File: src/rtl/lvdrc_consts.vh
// Offsets, field positions, reset values and timing counts of the supply supervisor
`ifndef LVDRC_CONSTS_VH
`define LVDRC_CONSTS_VH

// ----------------------------------------------------------------
// Register byte offsets
// ----------------------------------------------------------------
`define LVDRC_CTRL_OFS      12'h000
`define LVDRC_STAT_OFS      12'h004

// ----------------------------------------------------------------
// Control register fields
// ----------------------------------------------------------------
`define LVDRC_RISE_EN_BIT   0
`define LVDRC_FALL_EN_BIT   1
`define LVDRC_LEVEL_SEL_BIT 3
`define LVDRC_CTRL_ONES     8'hF4
`define LVDRC_LEVEL_SEL_RST 1'b1
`define LVDRC_FALL_EN_RST   1'b0
`define LVDRC_RISE_EN_RST   1'b0

// ----------------------------------------------------------------
// Status register fields
// ----------------------------------------------------------------
`define LVDRC_RISE_FLAG_BIT 0
`define LVDRC_FALL_FLAG_BIT 1
`define LVDRC_STAT_ONES     8'hFC
`define LVDRC_FLAG_RST      1'b0

// ----------------------------------------------------------------
// Timing
// ----------------------------------------------------------------
`define LVDRC_CLK_NS        4
`define LVDRC_FILT_NS       100
`define LVDRC_FILT_CYC      ((`LVDRC_FILT_NS + `LVDRC_CLK_NS - 1) / `LVDRC_CLK_NS)
`define LVDRC_RELEASE_CYC   131072

`endif

File: src/rtl/lvdrc_sync.v
// Two-flop synchroniser bank for asynchronous inputs
`timescale 1ns/100ps

module lvdrc_sync #(
    parameter WIDTH = 1
) (
    input  wire             pclk,
    input  wire             presetn,
    input  wire             pclk_en,
    input  wire [WIDTH-1:0] async_in,
    input  wire [WIDTH-1:0] reset_val,
    output reg  [WIDTH-1:0] sync_out
);

    reg [WIDTH-1:0] meta_r;

    // First stage feeds only the second stage
    always @(posedge pclk or negedge presetn) begin
        if (!presetn) begin
            meta_r   <= {WIDTH{1'b0}};
            sync_out <= {WIDTH{1'b0}};
        end else if (pclk_en) begin
            meta_r   <= async_in ^ reset_val;
            sync_out <= meta_r;
        end
    end

endmodule // lvdrc_sync

File: src/rtl/lvdrc_top.v
// Supply supervisor: reset sequencing, low-voltage reset and interrupts
`timescale 1ns/100ps
`include "lvdrc_consts.vh"

module lvdrc_top #(
    parameter RELEASE_CYCLES = `LVDRC_RELEASE_CYC,
    parameter CNT_W          = 18,
    parameter FILT_W         = 5
) (
    input  wire        pclk,
    input  wire        presetn,
    input  wire        pclk_en,
    input  wire        psel,
    input  wire        penable,
    input  wire        pwrite,
    input  wire [11:0] paddr,
    input  wire [31:0] pwdata,
    output reg  [31:0] prdata,
    output wire        pready,
    output wire        pslverr,
    input  wire        external_reset_n,
    input  wire        below_high_reset_level,
    input  wire        below_low_reset_level,
    input  wire        below_fall_level,
    input  wire        above_rise_level,
    output wire        internal_reset_n,
    output wire        low_voltage_reset_n,
    output wire        low_voltage_irq_n,
    output wire        external_interrupt_zero,
    output wire        prescaler_overflow
);

    // ----------------------------------------------------------------
    // Constants and helpers
    // ----------------------------------------------------------------
    localparam [1:0] ST_HOLD  = 2'b00;
    localparam [1:0] ST_COUNT = 2'b01;
    localparam [1:0] ST_RUN   = 2'b10;

    localparam integer      FILT_CYC = `LVDRC_FILT_CYC;
    localparam [FILT_W-1:0] FILT_MAX = FILT_CYC[FILT_W-1:0];
    localparam [CNT_W-1:0]  CNT_LAST = RELEASE_CYCLES[CNT_W-1:0] - 1'b1;

    // Rising edge of a synchronised level
    function edge_up;
        input cur;
        input prev;
        begin
            edge_up = cur & ~prev;
        end
    endfunction

    // ----------------------------------------------------------------
    // Declarations
    // ----------------------------------------------------------------
    wire [4:0]        sync_w;
    wire              ext_sync;
    wire              hi_low;
    wire              lo_low;
    wire              fall_low;
    wire              rise_high;
    reg               ext_filt_r;
    reg  [FILT_W-1:0] filt_cnt_r;
    reg  [1:0]        state_r;
    reg  [1:0]        state_nxt;
    reg  [CNT_W-1:0]  pre_cnt_r;
    reg               irst_n_r;
    reg               ovf_r;
    reg               por_done_r;
    reg               lv_reset_r;
    reg               lv_reset_nxt;
    reg               level_sel_r;
    reg               fall_en_r;
    reg               rise_en_r;
    reg               fall_flag_r;
    reg               rise_flag_r;
    reg               fall_arm_r;
    reg               rise_arm_r;
    reg               fall_prev_r;
    reg               rise_prev_r;
    reg               below_seen_r;
    reg               irq_n_r;
    reg               external_interrupt_zero_r;
    reg               rd_ok_r;
    wire              below_sel;
    wire              fall_evt;
    wire              rise_evt;
    wire              rise_ok;
    wire              lv_enter;
    wire              acc;
    wire              hit_ctrl;
    wire              hit_stat;
    wire              wr_ctrl;
    wire              wr_stat;
    wire              rd_stat;
    wire [7:0]        ctrl_val;
    wire [7:0]        stat_val;

    // ----------------------------------------------------------------
    // Input synchronisers
    // ----------------------------------------------------------------
    // Reset pin reads as low after reset since both synchroniser flops clear to zero; the inversion mask is zero
    lvdrc_sync #(
        .WIDTH     (5)
    ) u_sync (
        .pclk      (pclk),
        .presetn   (presetn),
        .pclk_en   (pclk_en),
        .async_in  ({external_reset_n, below_high_reset_level,
                     below_low_reset_level, below_fall_level,
                     above_rise_level}),
        .reset_val (5'h00),
        .sync_out  (sync_w)
    );

    assign ext_sync  = sync_w[4];
    assign hi_low    = sync_w[3];
    assign lo_low    = sync_w[2];
    assign fall_low  = sync_w[1];
    assign rise_high = sync_w[0];

    // ----------------------------------------------------------------
    // External reset noise filter
    // ----------------------------------------------------------------
    // Level follows the pin only after it stays put for the filter time
    always @(posedge pclk or negedge presetn) begin
        if (!presetn) begin
            ext_filt_r <= 1'b0;
            filt_cnt_r <= {FILT_W{1'b0}};
        end else if (pclk_en) begin
            if (ext_sync == ext_filt_r) begin
                filt_cnt_r <= {FILT_W{1'b0}};
            end else if (filt_cnt_r == FILT_MAX - 1'b1) begin
                ext_filt_r <= ext_sync;
                filt_cnt_r <= {FILT_W{1'b0}};
            end else begin
                filt_cnt_r <= filt_cnt_r + 1'b1;
            end
        end
    end

    // ----------------------------------------------------------------
    // Reset sequencer
    // ----------------------------------------------------------------
    // Low-voltage reset compares against the selected level
    assign below_sel = level_sel_r ? hi_low : lo_low;
    assign lv_enter  = por_done_r & below_sel;

    // Next state of the sequencer
    always @* begin
        state_nxt    = state_r;
        lv_reset_nxt = lv_reset_r;
        case (state_r)
            ST_HOLD: begin
                if (!lv_reset_r && ext_filt_r) begin
                    state_nxt = ST_COUNT;
                end else if (lv_reset_r && ext_filt_r && !below_sel) begin
                    state_nxt    = ST_COUNT;
                    lv_reset_nxt = 1'b0;
                end
            end
            ST_COUNT: begin
                if (lv_enter) begin
                    state_nxt    = ST_HOLD;
                    lv_reset_nxt = 1'b1;
                end else if (pre_cnt_r == CNT_LAST) begin
                    state_nxt = ST_RUN;
                end
            end
            ST_RUN: begin
                if (lv_enter) begin
                    state_nxt    = ST_HOLD;
                    lv_reset_nxt = 1'b1;
                end
            end
            default: begin
                state_nxt = ST_HOLD;
            end
        endcase
        if (!ext_filt_r) begin
            state_nxt    = ST_HOLD;
            lv_reset_nxt = 1'b0;
        end
    end

    // Prescaler, overflow pulse and internal reset level
    always @(posedge pclk or negedge presetn) begin
        if (!presetn) begin
            state_r    <= ST_HOLD;
            lv_reset_r <= 1'b0;
            pre_cnt_r  <= {CNT_W{1'b0}};
            irst_n_r   <= 1'b0;
            ovf_r      <= 1'b0;
            por_done_r <= 1'b0;
        end else if (pclk_en) begin
            state_r    <= state_nxt;
            lv_reset_r <= lv_reset_nxt;
            ovf_r      <= 1'b0;
            if (state_r == ST_COUNT && state_nxt == ST_COUNT) begin
                pre_cnt_r <= pre_cnt_r + 1'b1;
            end else begin
                pre_cnt_r <= {CNT_W{1'b0}};
            end
            if (state_r == ST_COUNT && state_nxt == ST_RUN) begin
                ovf_r      <= 1'b1;
                irst_n_r   <= 1'b1;
                por_done_r <= 1'b1;
            end else if (state_nxt == ST_HOLD) begin
                irst_n_r <= 1'b0;
            end
            if (!ext_filt_r) begin
                por_done_r <= 1'b0;
            end
        end
    end

    // ----------------------------------------------------------------
    // Voltage-detect interrupt events
    // ----------------------------------------------------------------
    assign fall_evt = edge_up(fall_low, fall_prev_r) & por_done_r;
    assign rise_evt = edge_up(rise_high, rise_prev_r);
    assign rise_ok  = rise_evt & below_seen_r & ~lo_low;

    // Track a fall that has not yet reached the lower reset level
    always @(posedge pclk or negedge presetn) begin
        if (!presetn) begin
            fall_prev_r  <= 1'b0;
            rise_prev_r  <= 1'b0;
            below_seen_r <= 1'b0;
            irq_n_r      <= 1'b1;
            external_interrupt_zero_r       <= 1'b0;
        end else if (pclk_en) begin
            fall_prev_r <= fall_low;
            rise_prev_r <= rise_high;
            external_interrupt_zero_r      <= 1'b0;
            if (lo_low || lv_reset_r) begin
                below_seen_r <= 1'b0;
            end else if (fall_evt) begin
                below_seen_r <= 1'b1;
            end else if (rise_ok) begin
                below_seen_r <= 1'b0;
            end
            if (fall_evt) begin
                irq_n_r <= 1'b0;
                external_interrupt_zero_r  <= fall_en_r;
            end else if (rise_ok) begin
                irq_n_r <= 1'b1;
                external_interrupt_zero_r  <= rise_en_r;
            end
        end
    end

    // ----------------------------------------------------------------
    // APB decode
    // ----------------------------------------------------------------
    assign acc      = psel & penable & pready;
    assign hit_ctrl = (paddr == `LVDRC_CTRL_OFS);
    assign hit_stat = (paddr == `LVDRC_STAT_OFS);
    assign wr_ctrl  = acc & pwrite & hit_ctrl;
    assign wr_stat  = acc & pwrite & hit_stat;
    assign rd_stat  = acc & ~pwrite & hit_stat;
    assign pready   = pclk_en & (pwrite | rd_ok_r);
    assign pslverr  = psel & penable & ~(hit_ctrl | hit_stat);

    // Register images with reserved bits reading one
    assign ctrl_val = `LVDRC_CTRL_ONES
                    | ({7'h00, level_sel_r} << `LVDRC_LEVEL_SEL_BIT)
                    | ({7'h00, fall_en_r} << `LVDRC_FALL_EN_BIT)
                    | ({7'h00, rise_en_r} << `LVDRC_RISE_EN_BIT);
    assign stat_val = `LVDRC_STAT_ONES
                    | ({7'h00, fall_flag_r} << `LVDRC_FALL_FLAG_BIT)
                    | ({7'h00, rise_flag_r} << `LVDRC_RISE_FLAG_BIT);

    // ----------------------------------------------------------------
    // Control register
    // ----------------------------------------------------------------
    // Level select forced high by a low-voltage reset
    always @(posedge pclk or negedge presetn) begin
        if (!presetn) begin
            level_sel_r <= `LVDRC_LEVEL_SEL_RST;
            fall_en_r   <= `LVDRC_FALL_EN_RST;
            rise_en_r   <= `LVDRC_RISE_EN_RST;
        end else if (pclk_en) begin
            if (lv_reset_r) begin
                level_sel_r <= `LVDRC_LEVEL_SEL_RST;
            end else if (wr_ctrl) begin
                level_sel_r <= pwdata[`LVDRC_LEVEL_SEL_BIT];
            end
            if (wr_ctrl) begin
                fall_en_r <= pwdata[`LVDRC_FALL_EN_BIT];
                rise_en_r <= pwdata[`LVDRC_RISE_EN_BIT];
            end
        end
    end

    // ----------------------------------------------------------------
    // Status register
    // ----------------------------------------------------------------
    // Sticky flags; a read of one arms the clear, a new event beats it
    always @(posedge pclk or negedge presetn) begin
        if (!presetn) begin
            fall_flag_r <= `LVDRC_FLAG_RST;
            rise_flag_r <= `LVDRC_FLAG_RST;
            fall_arm_r  <= 1'b0;
            rise_arm_r  <= 1'b0;
        end else if (pclk_en) begin
            if (lv_reset_r) begin
                fall_flag_r <= `LVDRC_FLAG_RST;
                fall_arm_r  <= 1'b0;
            end else if (fall_evt) begin
                fall_flag_r <= 1'b1;
            end else if (wr_stat && fall_arm_r &&
                         !pwdata[`LVDRC_FALL_FLAG_BIT]) begin
                fall_flag_r <= 1'b0;
            end
            if (lv_reset_r) begin
                rise_flag_r <= `LVDRC_FLAG_RST;
                rise_arm_r  <= 1'b0;
            end else if (rise_ok && rise_en_r) begin
                rise_flag_r <= 1'b1;
            end else if (wr_stat && rise_arm_r &&
                         !pwdata[`LVDRC_RISE_FLAG_BIT]) begin
                rise_flag_r <= 1'b0;
            end
            if (!lv_reset_r) begin
                if (rd_stat) begin
                    fall_arm_r <= prdata[`LVDRC_FALL_FLAG_BIT];
                    rise_arm_r <= prdata[`LVDRC_RISE_FLAG_BIT];
                end else if (wr_stat) begin
                    fall_arm_r <= 1'b0;
                    rise_arm_r <= 1'b0;
                end
            end
        end
    end

    // ----------------------------------------------------------------
    // Read data
    // ----------------------------------------------------------------
    // Captured before the access edge; ready waits until a capture is done
    always @(posedge pclk or negedge presetn) begin
        if (!presetn) begin
            prdata  <= 32'h00000000;
            rd_ok_r <= 1'b0;
        end else if (pclk_en) begin
            if (acc) begin
                rd_ok_r <= 1'b0;
            end else if (psel && !pwrite) begin
                rd_ok_r <= 1'b1;
                if (hit_ctrl) begin
                    prdata <= {24'h000000, ctrl_val};
                end else if (hit_stat) begin
                    prdata <= {24'h000000, stat_val};
                end else begin
                    prdata <= 32'h00000000;
                end
            end
        end
    end

    // ----------------------------------------------------------------
    // Outputs
    // ----------------------------------------------------------------
    assign internal_reset_n        = irst_n_r;
    assign low_voltage_reset_n     = ~lv_reset_r;
    assign low_voltage_irq_n       = irq_n_r;
    assign external_interrupt_zero = external_interrupt_zero_r;
    assign prescaler_overflow      = ovf_r;

endmodule // lvdrc_top

File: config.mk
export PLATFORM = sky130hd
export DESIGN_NAME = lvdrc_top
export DESIGN_NICKNAME = d
export VERILOG_FILES = /design/src/rtl/lvdrc_sync.v /design/src/rtl/lvdrc_top.v
export VERILOG_INCLUDE_DIRS = /design/src /design/src/rtl
export SDC_FILE = /design/constraint.sdc
export NUM_CORES = 1
export LEC_CHECK = 0
export BUFFER_PORTS_ARGS = -buffer_cell sky130_fd_sc_hd__buf_4
export CORE_AREA = 2 2 89 91
export CTS_BUF_LIST = sky130_fd_sc_hd__clkbuf_4
export CTS_CLUSTER_DIAMETER = 60
export DETAILED_ROUTE_END_ITERATION = 6
export DIE_AREA = 0 0 91 93
export PLACE_DENSITY = 0.71
export SYNTH_ARGS = -nofsm -noshare
export SYNTH_HDL_FRONTEND = slang
export SYNTH_SLANG_ARGS = --single-unit
File: constraint.sdc
create_clock -name pclk -period 2.15 [get_ports pclk]
set_input_delay 0 -clock pclk [delete_from_list [all_inputs] [get_ports pclk]]
set_output_delay 0 -clock pclk [all_outputs]
set_load 0.1 [all_outputs]
==> reports/summary.txt, run 1 <==
status: finished, final reports clean
Die ar.: 8460 um^2
ys flop type: dfrtp_1
RR Startpoint: state_r[0]$_DFFE_PN0P_
num rows: 32
post-layout minimum cycle time: 2.13 ns
Final HPWL DP: 4510 um
crit path from: state_r[0]$_DFFE_PN0P_
Setup-failing EPs final: 0
# IOs: 94
initial antenna violation count: 0
fin area: 3930 um^2
Avg Synthesized Cell Area: 9.87 um^2
GP Congestion: 0.926
# nets final: 458
Starting Density: 41.4%
final worst path period share: 98.9%
fill count: 713
clock skew: 0.00876 ns
Worst setup EP type: flop
vias per inst: 5.00
Tightest Pin Transition: 0.704 ns
Worst-path clk slew: 0.10 ns
sequential fraction of the synthesis area: 45.8%
Synth area leader: dfrtp_1
Core ar.: 7530 um^2
unrepaired setup endpoints after global routing: true
initial DRC count: 98
clk root buf: clkbuf_4
Pre-antenna DRT Iters: 5
top cells by count, synth: 55 x dfrtp_1, 28 x buf_4, 26 x nand2_1
CTS H-tree lvls: 3
Seq cells post-synth: 57
PwrDens: 627 nW/um^2
post-synth top area share: 44.1%
fmax: 470 MHz
Mapped Cells: 316
WP data arrival: 2.43 ns
CTS buffer count: 9
antenna viol nets, final: 0
RR Endpoint: pre_cnt_r[16]$_DFFE_PN0P_
Global Route Usage Sum: 16.5%
Yosys cell types: 51
Synth Cell Area: 3120 um^2
via count: 2514
Slew headroom: 53.0%
setup TNS: 0 ns
largest net degree at the start of global routing: 58
CTS max path bufs: 2
Crit Path Max Fanout: 5
share of cells above drive strength 1: 31.4%
dpl cells: 466
Post-synth EDFFs: 0
Async S/R FF share, synth: 100%
Non-Filler Instances: 503
YS warnings: 0
R2R setup slack: 0.02 ns
WL/cell: 12.8 um
largest cells by area after synthesis: dfrtp_1 44%, buf_4 6.7%, mux2_2 5.4%, xor2_1 3.4%, nand2_1 3.1%
CTS tree: yes
placed cell areas: 3550 um^2
CP endpoint: pre_cnt_r[16]$_DFFE_PN0P_
Place WS: -0.0624 ns
first-pass GRT wire length: 11400 um
PortBufs: 40
Leak: 1.77 nW
# diodes: 0
fin. max-slew vios: 0
Hold Path Class: in2reg
vias in the first global route: 2532
Die Y: 93 um
most instantiated library cell after synthesis: dfrtp_1
DIE WIDTH: 91 um
Area Growth Syn to Fin: 26.0%
total power: 2.46 mW
r2r worst-path depth: 6
Hold Fails Final Rpt: 0
Max rail drop VDD: 0.000580 V
Worst EP required: 2.46 ns
Skew-Pair Late Insertion Delay: 0.40 ns
crit path kind: reg2reg
Max-Cap Viols: 0
Routed WL: 6460 um
setup ws final: 0.0237 ns
DRC errors left: 0
crit start category: flop
Sink Count: 57
grt total ovfl: 0
[worst min-delay path by stage]
stage          slack (ns)                   endpoint  startpoint  cells after the start
2_1_floorplan       -0.30   below_seen_r$_DFFE_PN0P_     presetn                      0
3_3_place_gp          0.1  filt_cnt_r[2]$_DFFE_PN0P_     presetn                      1
3_5_place_dp          0.1  filt_cnt_r[2]$_DFFE_PN0P_     presetn                      1
4_1_cts              0.05    fall_flag_r$_DFFE_PN0P_        psel                      4
5_1_grt              0.08      prdata[3]$_DFFE_PN0P_    paddr[5]                      5
6_report             0.07    fall_flag_r$_DFFE_PN0P_        psel                      4
[layout by cell type (no fill, tap or decap), types with 2 or more instances in the layout]
| cell type | n |
|---|---|
| ha_4 | 3 |
| nand2b_1 | 3 |
| xor2_1 | 12 |
| and2_1 | 2 |
| clkinv_4 | 2 |
| o21ai_0 | 16 |
| o2bb2ai_1 | 2 |
| a31oi_1 | 3 |
| nor2_1 | 21 |
| xnor2_1 | 4 |
| nand3_1 | 10 |
| conb_1 | 24 |
| dfrtp_2 | 2 |
| ha_1 | 4 |
| dfrtp_1 | 53 |
| a21oi_1 | 8 |
| a22o_1 | 2 |
| clkinvlp_4 | 3 |
| dfstp_2 | 2 |
| nor4_1 | 2 |
| o31ai_1 | 6 |
| nor2_2 | 11 |
| clkinv_2 | 3 |
| nand4_1 | 11 |
| o22ai_1 | 2 |
| and4_1 | 2 |
| clkbuf_4 | 9 |
| and3_1 | 4 |
| buf_4 | 66 |
| mux2i_1 | 6 |
| nor3_1 | 10 |
| dlygate4sd3_1 | 15 |
| nor3b_1 | 4 |
| inv_2 | 2 |
| nand2_1 | 26 |
| inv_1 | 8 |
| mux2_2 | 15 |
[power breakdown]
group / switching (mW) / leakage, nW / total, mW / internal [mW]
clock: 0.409 / 0.0617 / 0.643 / 0.234
sequential: 0.0573 / 0.750 / 1.21 / 1.15
combinational: 0.437 / 0.962 / 0.612 / 0.175
total: 0.903 / 1.77 / 2.46 / 1.56
[timing repair]
action | 4_1_cts | 5_1_grt
endpoints found under the setup margin | 7 | 22
gates cloned | 0 | 0
setup buffers | 1 | 5
hold buffers | 15 | 0
endpoints found under the hold margin | 76 | 0
pin swaps | 0 | 1
resized for setup | 4 | 14
[kinds of logic after synthesis]
family | share of synthesized area (%)
AO/OA/AOI/OAI | 10.3
XOR/XNOR | 4.49
adder cells (fa/ha/maj) | 2.81
buffers and inverters | 9.15
flip-flops | 45.8
multiplexers | 7.82
other | 0.120
AND/OR/NAND/NOR | 19.5
[registers in the layout (all words and copies together), names as in the netlist, 2 cells and up]
signal           cells
u_sync.meta_r        5
pre_cnt_r           18
filt_cnt_r           5
u_sync.sync_out      5
state_r              2
prdata               4
[routing by layer]
metal  vias to the layer above  GRT usage [%]  share of wire [%]
met4                         0           5.05                1.3
met1                      1220           20.1                 43
met5                         -              0                  0
met2                        58           28.6                 52
met3                         8           4.59                3.2
li1                       1228              -                  -
[cell type report]
type | count | area [um^2] | share of cell area, %
inverter | 11 | 45.0 | 1.15
tap | 102 | 128 | 3.25
clock inverter | 7 | 47.5 | 1.21
sequential | 57 | 1430 | 36.4
clock buffer | 9 | 67.6 | 1.72
timing repair buffer | 81 | 646 | 16.4
multi-input combinational | 236 | 1560 | 39.8
[per-stage QoR]
step	utilization [%]	hold WS (ns)
after global routing	52.2	0.0776
after global placement	47.2	0.0977
after detailed placement	47.2	0.0997
final	52.2	0.0697
after CTS	50.9	0.0460
after floorplan	-	-0.296
[critical path: stages (launching register included)]
cell	delay [ns]
dfrtp_2	0.46
ha_1	0.21
and2b_2	0.25
o311ai_2	0.12
a221o_1	0.38
or3_4	0.41
o31ai_1	0.20
Power figures use the tool's default switching activity.
==> inputs of run 2 (changes only) <==
CORE_AREA = 8 8 95 97   (was 2 2 89 91)
DIE_AREA = 0 0 103 105   (was 0 0 91 93)
==> run 2 against run 1 <==
Register-to-register slack better by 0.07 ns. Sequential share of layout area is 0.59 points higher. First-iteration DRC count is 9.2% lower. Routed wire length is 4.8% higher. Largest cell class unchanged. Highest routed layer unchanged.
==> reports/summary.txt, run 2 (same netlist as run 1, synthesis figures left out) <==
crit path kind: reg2reg
Slew headroom: 53.4%
Tightest Pin Transition: 0.699 ns
Worst setup EP type: flop
commonest non-fill, non-tap cells in the layout: 61 x buf_4, 53 x dfrtp_1, 26 x nand2_1
clock skew: 0.0105 ns
final worst path period share: 95.8%
Hold Path Class: in2reg
Area Growth Syn to Fin: 24.0%
Worst-path clk slew: 0.10 ns
grt total ovfl: 0
Core ar.: 7530 um^2
initial DRC count: 89
fin area: 3870 um^2
post-layout minimum cycle time: 2.06 ns
Place WS: -0.133 ns
max incr delay on CP: 0.58 ns
Setup-failing EPs final: 0
status: finished, final reports clean
Skew-Pair Late Insertion Delay: 0.39 ns
cell chain of the critical path: mux2i_1, buf_4, o311ai_2, a221o_1, or2_4, and2_4, nor2_2
WL/cell: 13.6 um
PwrDens: 629 nW/um^2
# diodes: 0
Core Util, Final: 51.4%
WP data arrival: 2.38 ns
largest net degree at the start of global routing: 58
vias in the first global route: 2528
GP Congestion: 0.925
Worst EP required: 2.47 ns
Crit Path Max Fanout: 6
max reg flops: 18
CTS buffer count: 9
num rows: 32
DIE WIDTH: 103 um
vias per inst: 5.01
# IOs: 94
Leak: 1.75 nW
most common cell after layout, fill and taps aside: buf_4
Sink Count: 57
Die Y: 105 um
antenna viol nets, final: 0
clk root buf: clkbuf_4
Max-Cap Viols: 0
first-pass GRT wire length: 11300 um
Max rail drop VDD: 0.000442 V
placed cell areas: 3540 um^2
crit start category: flop
Pre-antenna DRT Iters: 4
share of cells above drive strength 1: 30.5%
largest register by flop count: pre_cnt_r
setup ws final: 0.0897 ns
Die ar.: 10800 um^2
PortBufs: 40
fin. max-slew vios: 0
CTS tree: yes
slowest CP cell: dfstp_2
Final HPWL DP: 4840 um
DRC errors left: 0
Hold Fails Final Rpt: 0
Global Route Usage Sum: 12.9%
via count: 2500
initial antenna violation count: 0
fmax: 485 MHz
CTS max path bufs: 2
R2R setup slack: 0.09 ns
Starting Density: 41.4%
Routed WL: 6770 um
CTS H-tree lvls: 3
# nets final: 454
[run 2: layout make-up]
cell class	count	area, um^2
fillers	705	3660
multi-input cells	237	1550
flip-flops and latches	57	1430
repair buffers	76	608
well taps	102	128
clock buffers	10	75.1
inverters	11	45.0
clock inverters	6	25.0
[run 2: power breakdown]
part           switching, mW  internal, mW
logic                  0.437         0.175
registers             0.0591          1.15
clock network          0.377         0.232
total                  0.873          1.56
[run 2: final timing paths]
check	cells after the start	end	startpoint
min in group asynchronous	2	pre_cnt_r[6]$_DFFE_PN0P_	presetn
hold reg to reg	2	prdata[3]$_DFFE_PN0P_	prdata[3]$_DFFE_PN0P_
hold / removal	5	prdata[1]$_DFFE_PN0P_	paddr[5]
setup reg to reg	7	pre_cnt_r[17]$_DFFE_PN0P_	level_sel_r$_DFFE_PN1P_
max in group asynchronous	2	state_r[0]$_DFFE_PN0P_	presetn
setup / recovery	7	pre_cnt_r[17]$_DFFE_PN0P_	level_sel_r$_DFFE_PN1P_
[run 2: repair_timing]
action                                  CTS  global route
pin swaps                                 0             3
cloned                                    0             1
buffers inserted                          1             2
hold buffers                             15             0
endpoints found under the hold margin    74             0
resized for setup                         3            16
endpoints found under the setup margin    7            22
[run 2: through the flow]
stage	power (mW)	setup TNS (ns)	hold slack (ns)	cells
5_1_grt	2.54	-0.00698	0.0869	499
4_1_cts	2.44	0	0.0674	496
6_report	2.43	0	0.0891	499
2_1_floorplan	1.70	0	-0.296	339
3_3_place_gp	1.79	-0.0131	0.0983	464
3_5_place_dp	1.81	-0.391	0.102	464
[run 2: worst max-delay path: cells and delay by family, from the launching register on]
family	cells	cell delay (ns)
AND/OR/NAND/NOR	3	0.57
AO/OA/AOI/OAI	2	0.49
buffers and inverters	1	0.15
multiplexers	1	0.20
flip-flops	1	0.58
[run 2: per-layer routing]
layer | vias up | GRT usage (%) | wire (um)
met5 | - | 0 | 0
met3 | 17 | 3.32 | 441
met2 | 78 | 21.6 | 3300
met1 | 1185 | 14.8 | 2890
li1 | 1220 | - | -
met4 | 0 | 6.10 | 141
==> inputs of run 3 (changes only) <==
clock period = 1.8 ns   (was 2.15 ns; I/O delays follow)
==> run 3 against run 2 <==
The run now ends with setup timing left. Critical path depth is the same. Sequential power rose by 20%. Global-route usage grew 1.6 points. Highest routed layer unchanged.
==> reports/summary.txt, run 3 (same netlist as run 1, synthesis figures left out) <==
WP data arrival: 2.38 ns
# nets final: 487
cell chain of the critical path: inv_2, ha_4, o21a_1, o211ai_1, a221o_1, or3_4, o31ai_2
Leak: 1.97 nW
Routed WL: 7520 um
most common cell after layout, fill and taps aside: buf_4
status: finished with violations
antenna viol nets, final: 0
final worst path period share: 114%
initial DRC count: 85
CTS tree: yes
met2 routed WL: 4060 um
DIE WIDTH: 103 um
Max rail drop VDD: 0.000641 V
area of the multi-input gates: 1690 um^2
fin. max-slew vios: 0
DRC errors left: 0
via count: 2628
delay-heaviest family, CP: compound AO/OA/AOI/OAI gates
unrepaired setup endpoints after global routing: true
commonest non-fill, non-tap cells in the layout: 88 x buf_4, 54 x dfrtp_1, 24 x nand2_1, 24 x conb_1, 20 x nor2_1
met1 wire length: 3010 um
largest register by flop count: pre_cnt_r
worst-case hold slack: 0.0384 ns
grt total ovfl: 0
Core ar.: 7530 um^2
Die ar.: 10800 um^2
Starting Density: 41.4%
slowest CP cell: dfrtp_2
clk root buf: clkbuf_4
placed cell areas: 3800 um^2
Place WS: -0.364 ns
largest net degree at the start of global routing: 58
Worst setup EP type: flop
Pre-antenna DRT Iters: 5
RR Endpoint: pre_cnt_r[16]$_DFFE_PN0P_
share of cells above drive strength 1: 40.0%
fill count: 663
Top Layer Used: met4
R2R setup slack: -0.26 ns
fin area: 4320 um^2
Tightest Pin Transition: 0.707 ns
vias in the first global route: 2764
Skew-Pair Late Insertion Delay: 0.40 ns
CP bufs+invs: 1
first-pass GRT wire length: 12400 um
failing checks: setup timing
CTS H-tree lvls: 3
initial antenna violation count: 0
vias per inst: 4.94
# diodes: 0
Worst-path clk slew: 0.10 ns
CTS max path bufs: 2
WHS Path Cells: 5
max incr delay on CP: 0.47 ns
Non-Filler Instances: 532
Worst EP required: 2.12 ns
max reg flops: 18
PortBufs: 40
setup TNS: -4.55 ns
r2r worst-path depth: 7
dpl cells: 496
Die Y: 105 um
Sink Count: 57
# IOs: 94
Global Route Usage Sum: 14.5%
CTS buffer count: 9
Slew headroom: 52.9%
RR Startpoint: state_r[0]$_DFFE_PN0P_
setup ws final: -0.257 ns
clock skew: 0.0146 ns
crit path kind: reg2reg
Crit Path Max Fanout: 5
crit start category: flop
num rows: 32
Setup-failing EPs final: 23
Hold Fails Final Rpt: 0
PwrDens: 726 nW/um^2
fmax: 486 MHz
register area: 1430 um^2
Met3 Wirelength: 316 um
post-layout minimum cycle time: 2.06 ns
Hold Path Class: in2reg
Max-Cap Viols: 0
Hold Startpoint: paddr[5]
WL/cell: 14.1 um
Hold EP: prdata[3]$_DFFE_PN0P_
Area Growth Syn to Fin: 38.4%
Final HPWL DP: 5220 um
GP Congestion: 0.885
-- run 3: cell types whose count changed in the layout (fill, tap and decap cells not counted), sizes merged --
| cell | delta |
|---|---|
| clkinvlp | +2 |
| buf | +34 |
| bufinv | +1 |
| clkinv | -3 |
| dlygate4sd3 | -1 |
-- run 3: area by class of cell --
| cell class | instances | share of cell area (%) |
|---|---|---|
| clock inverters | 6 | 1.36 |
| clock buffers | 10 | 1.74 |
| well taps | 102 | 2.96 |
| multi-input cells | 237 | 39.2 |
| repair buffers | 109 | 20.6 |
| inverters | 11 | 1.04 |
| flip-flops and latches | 57 | 33.1 |
-- run 3: metal layers --
metal  up-vias  track usage [%]
met2        57             26.0
met5         -                0
met4         0             6.20
met1      1273             15.2
li1       1286                -
met3        12             4.11
-- run 3: worst min-delay path: cells and delay by family --
kind	cells	cell delay, ns
compound gates	1	0.07
buf+inv	2	0.22
simple gates	2	0.11
-- run 3: worst max-delay path by stage --
stage                           startpoint  cells past startpoint                        end
floorplan           lv_reset_r$_DFFE_PN0P_                      8   pre_cnt_r[7]$_DFFE_PN0P_
global placement    state_r[0]$_DFFE_PN0P_                      7   pre_cnt_r[4]$_DFFE_PN0P_
detailed placement  state_r[0]$_DFFE_PN0P_                      7   pre_cnt_r[4]$_DFFE_PN0P_
CTS                 state_r[0]$_DFFE_PN0P_                      6  pre_cnt_r[16]$_DFFE_PN0P_
global route        state_r[0]$_DFFE_PN0P_                      7  pre_cnt_r[16]$_DFFE_PN0P_
finish              state_r[0]$_DFFE_PN0P_                      7  pre_cnt_r[16]$_DFFE_PN0P_
-- run 3: report_power, final --
part | total (mW) | internal [mW] | switching (mW)
clock | 0.915 | 0.429 | 0.486
sequential | 1.45 | 1.38 | 0.0710
combinational | 0.771 | 0.230 | 0.541
-- run 3: stage by stage --
step	power (mW)	utilization (%)
2_1_floorplan	2.04	-
3_3_place_gp	2.15	50.4
3_5_place_dp	2.17	50.4
4_1_cts	3.16	56.6
5_1_grt	3.28	57.3
6_report	3.13	57.3
-- run 3: repair_timing --
item / in CTS / in global routing
pin swaps: 12 / 12
setup buffers: 4 / 1
cloned: 1 / 0
resized for setup: 34 / 14
setup endpoints to repair: 23 / 23
endpoints found under the hold margin: 75 / 0
hold buffers: 14 / 0
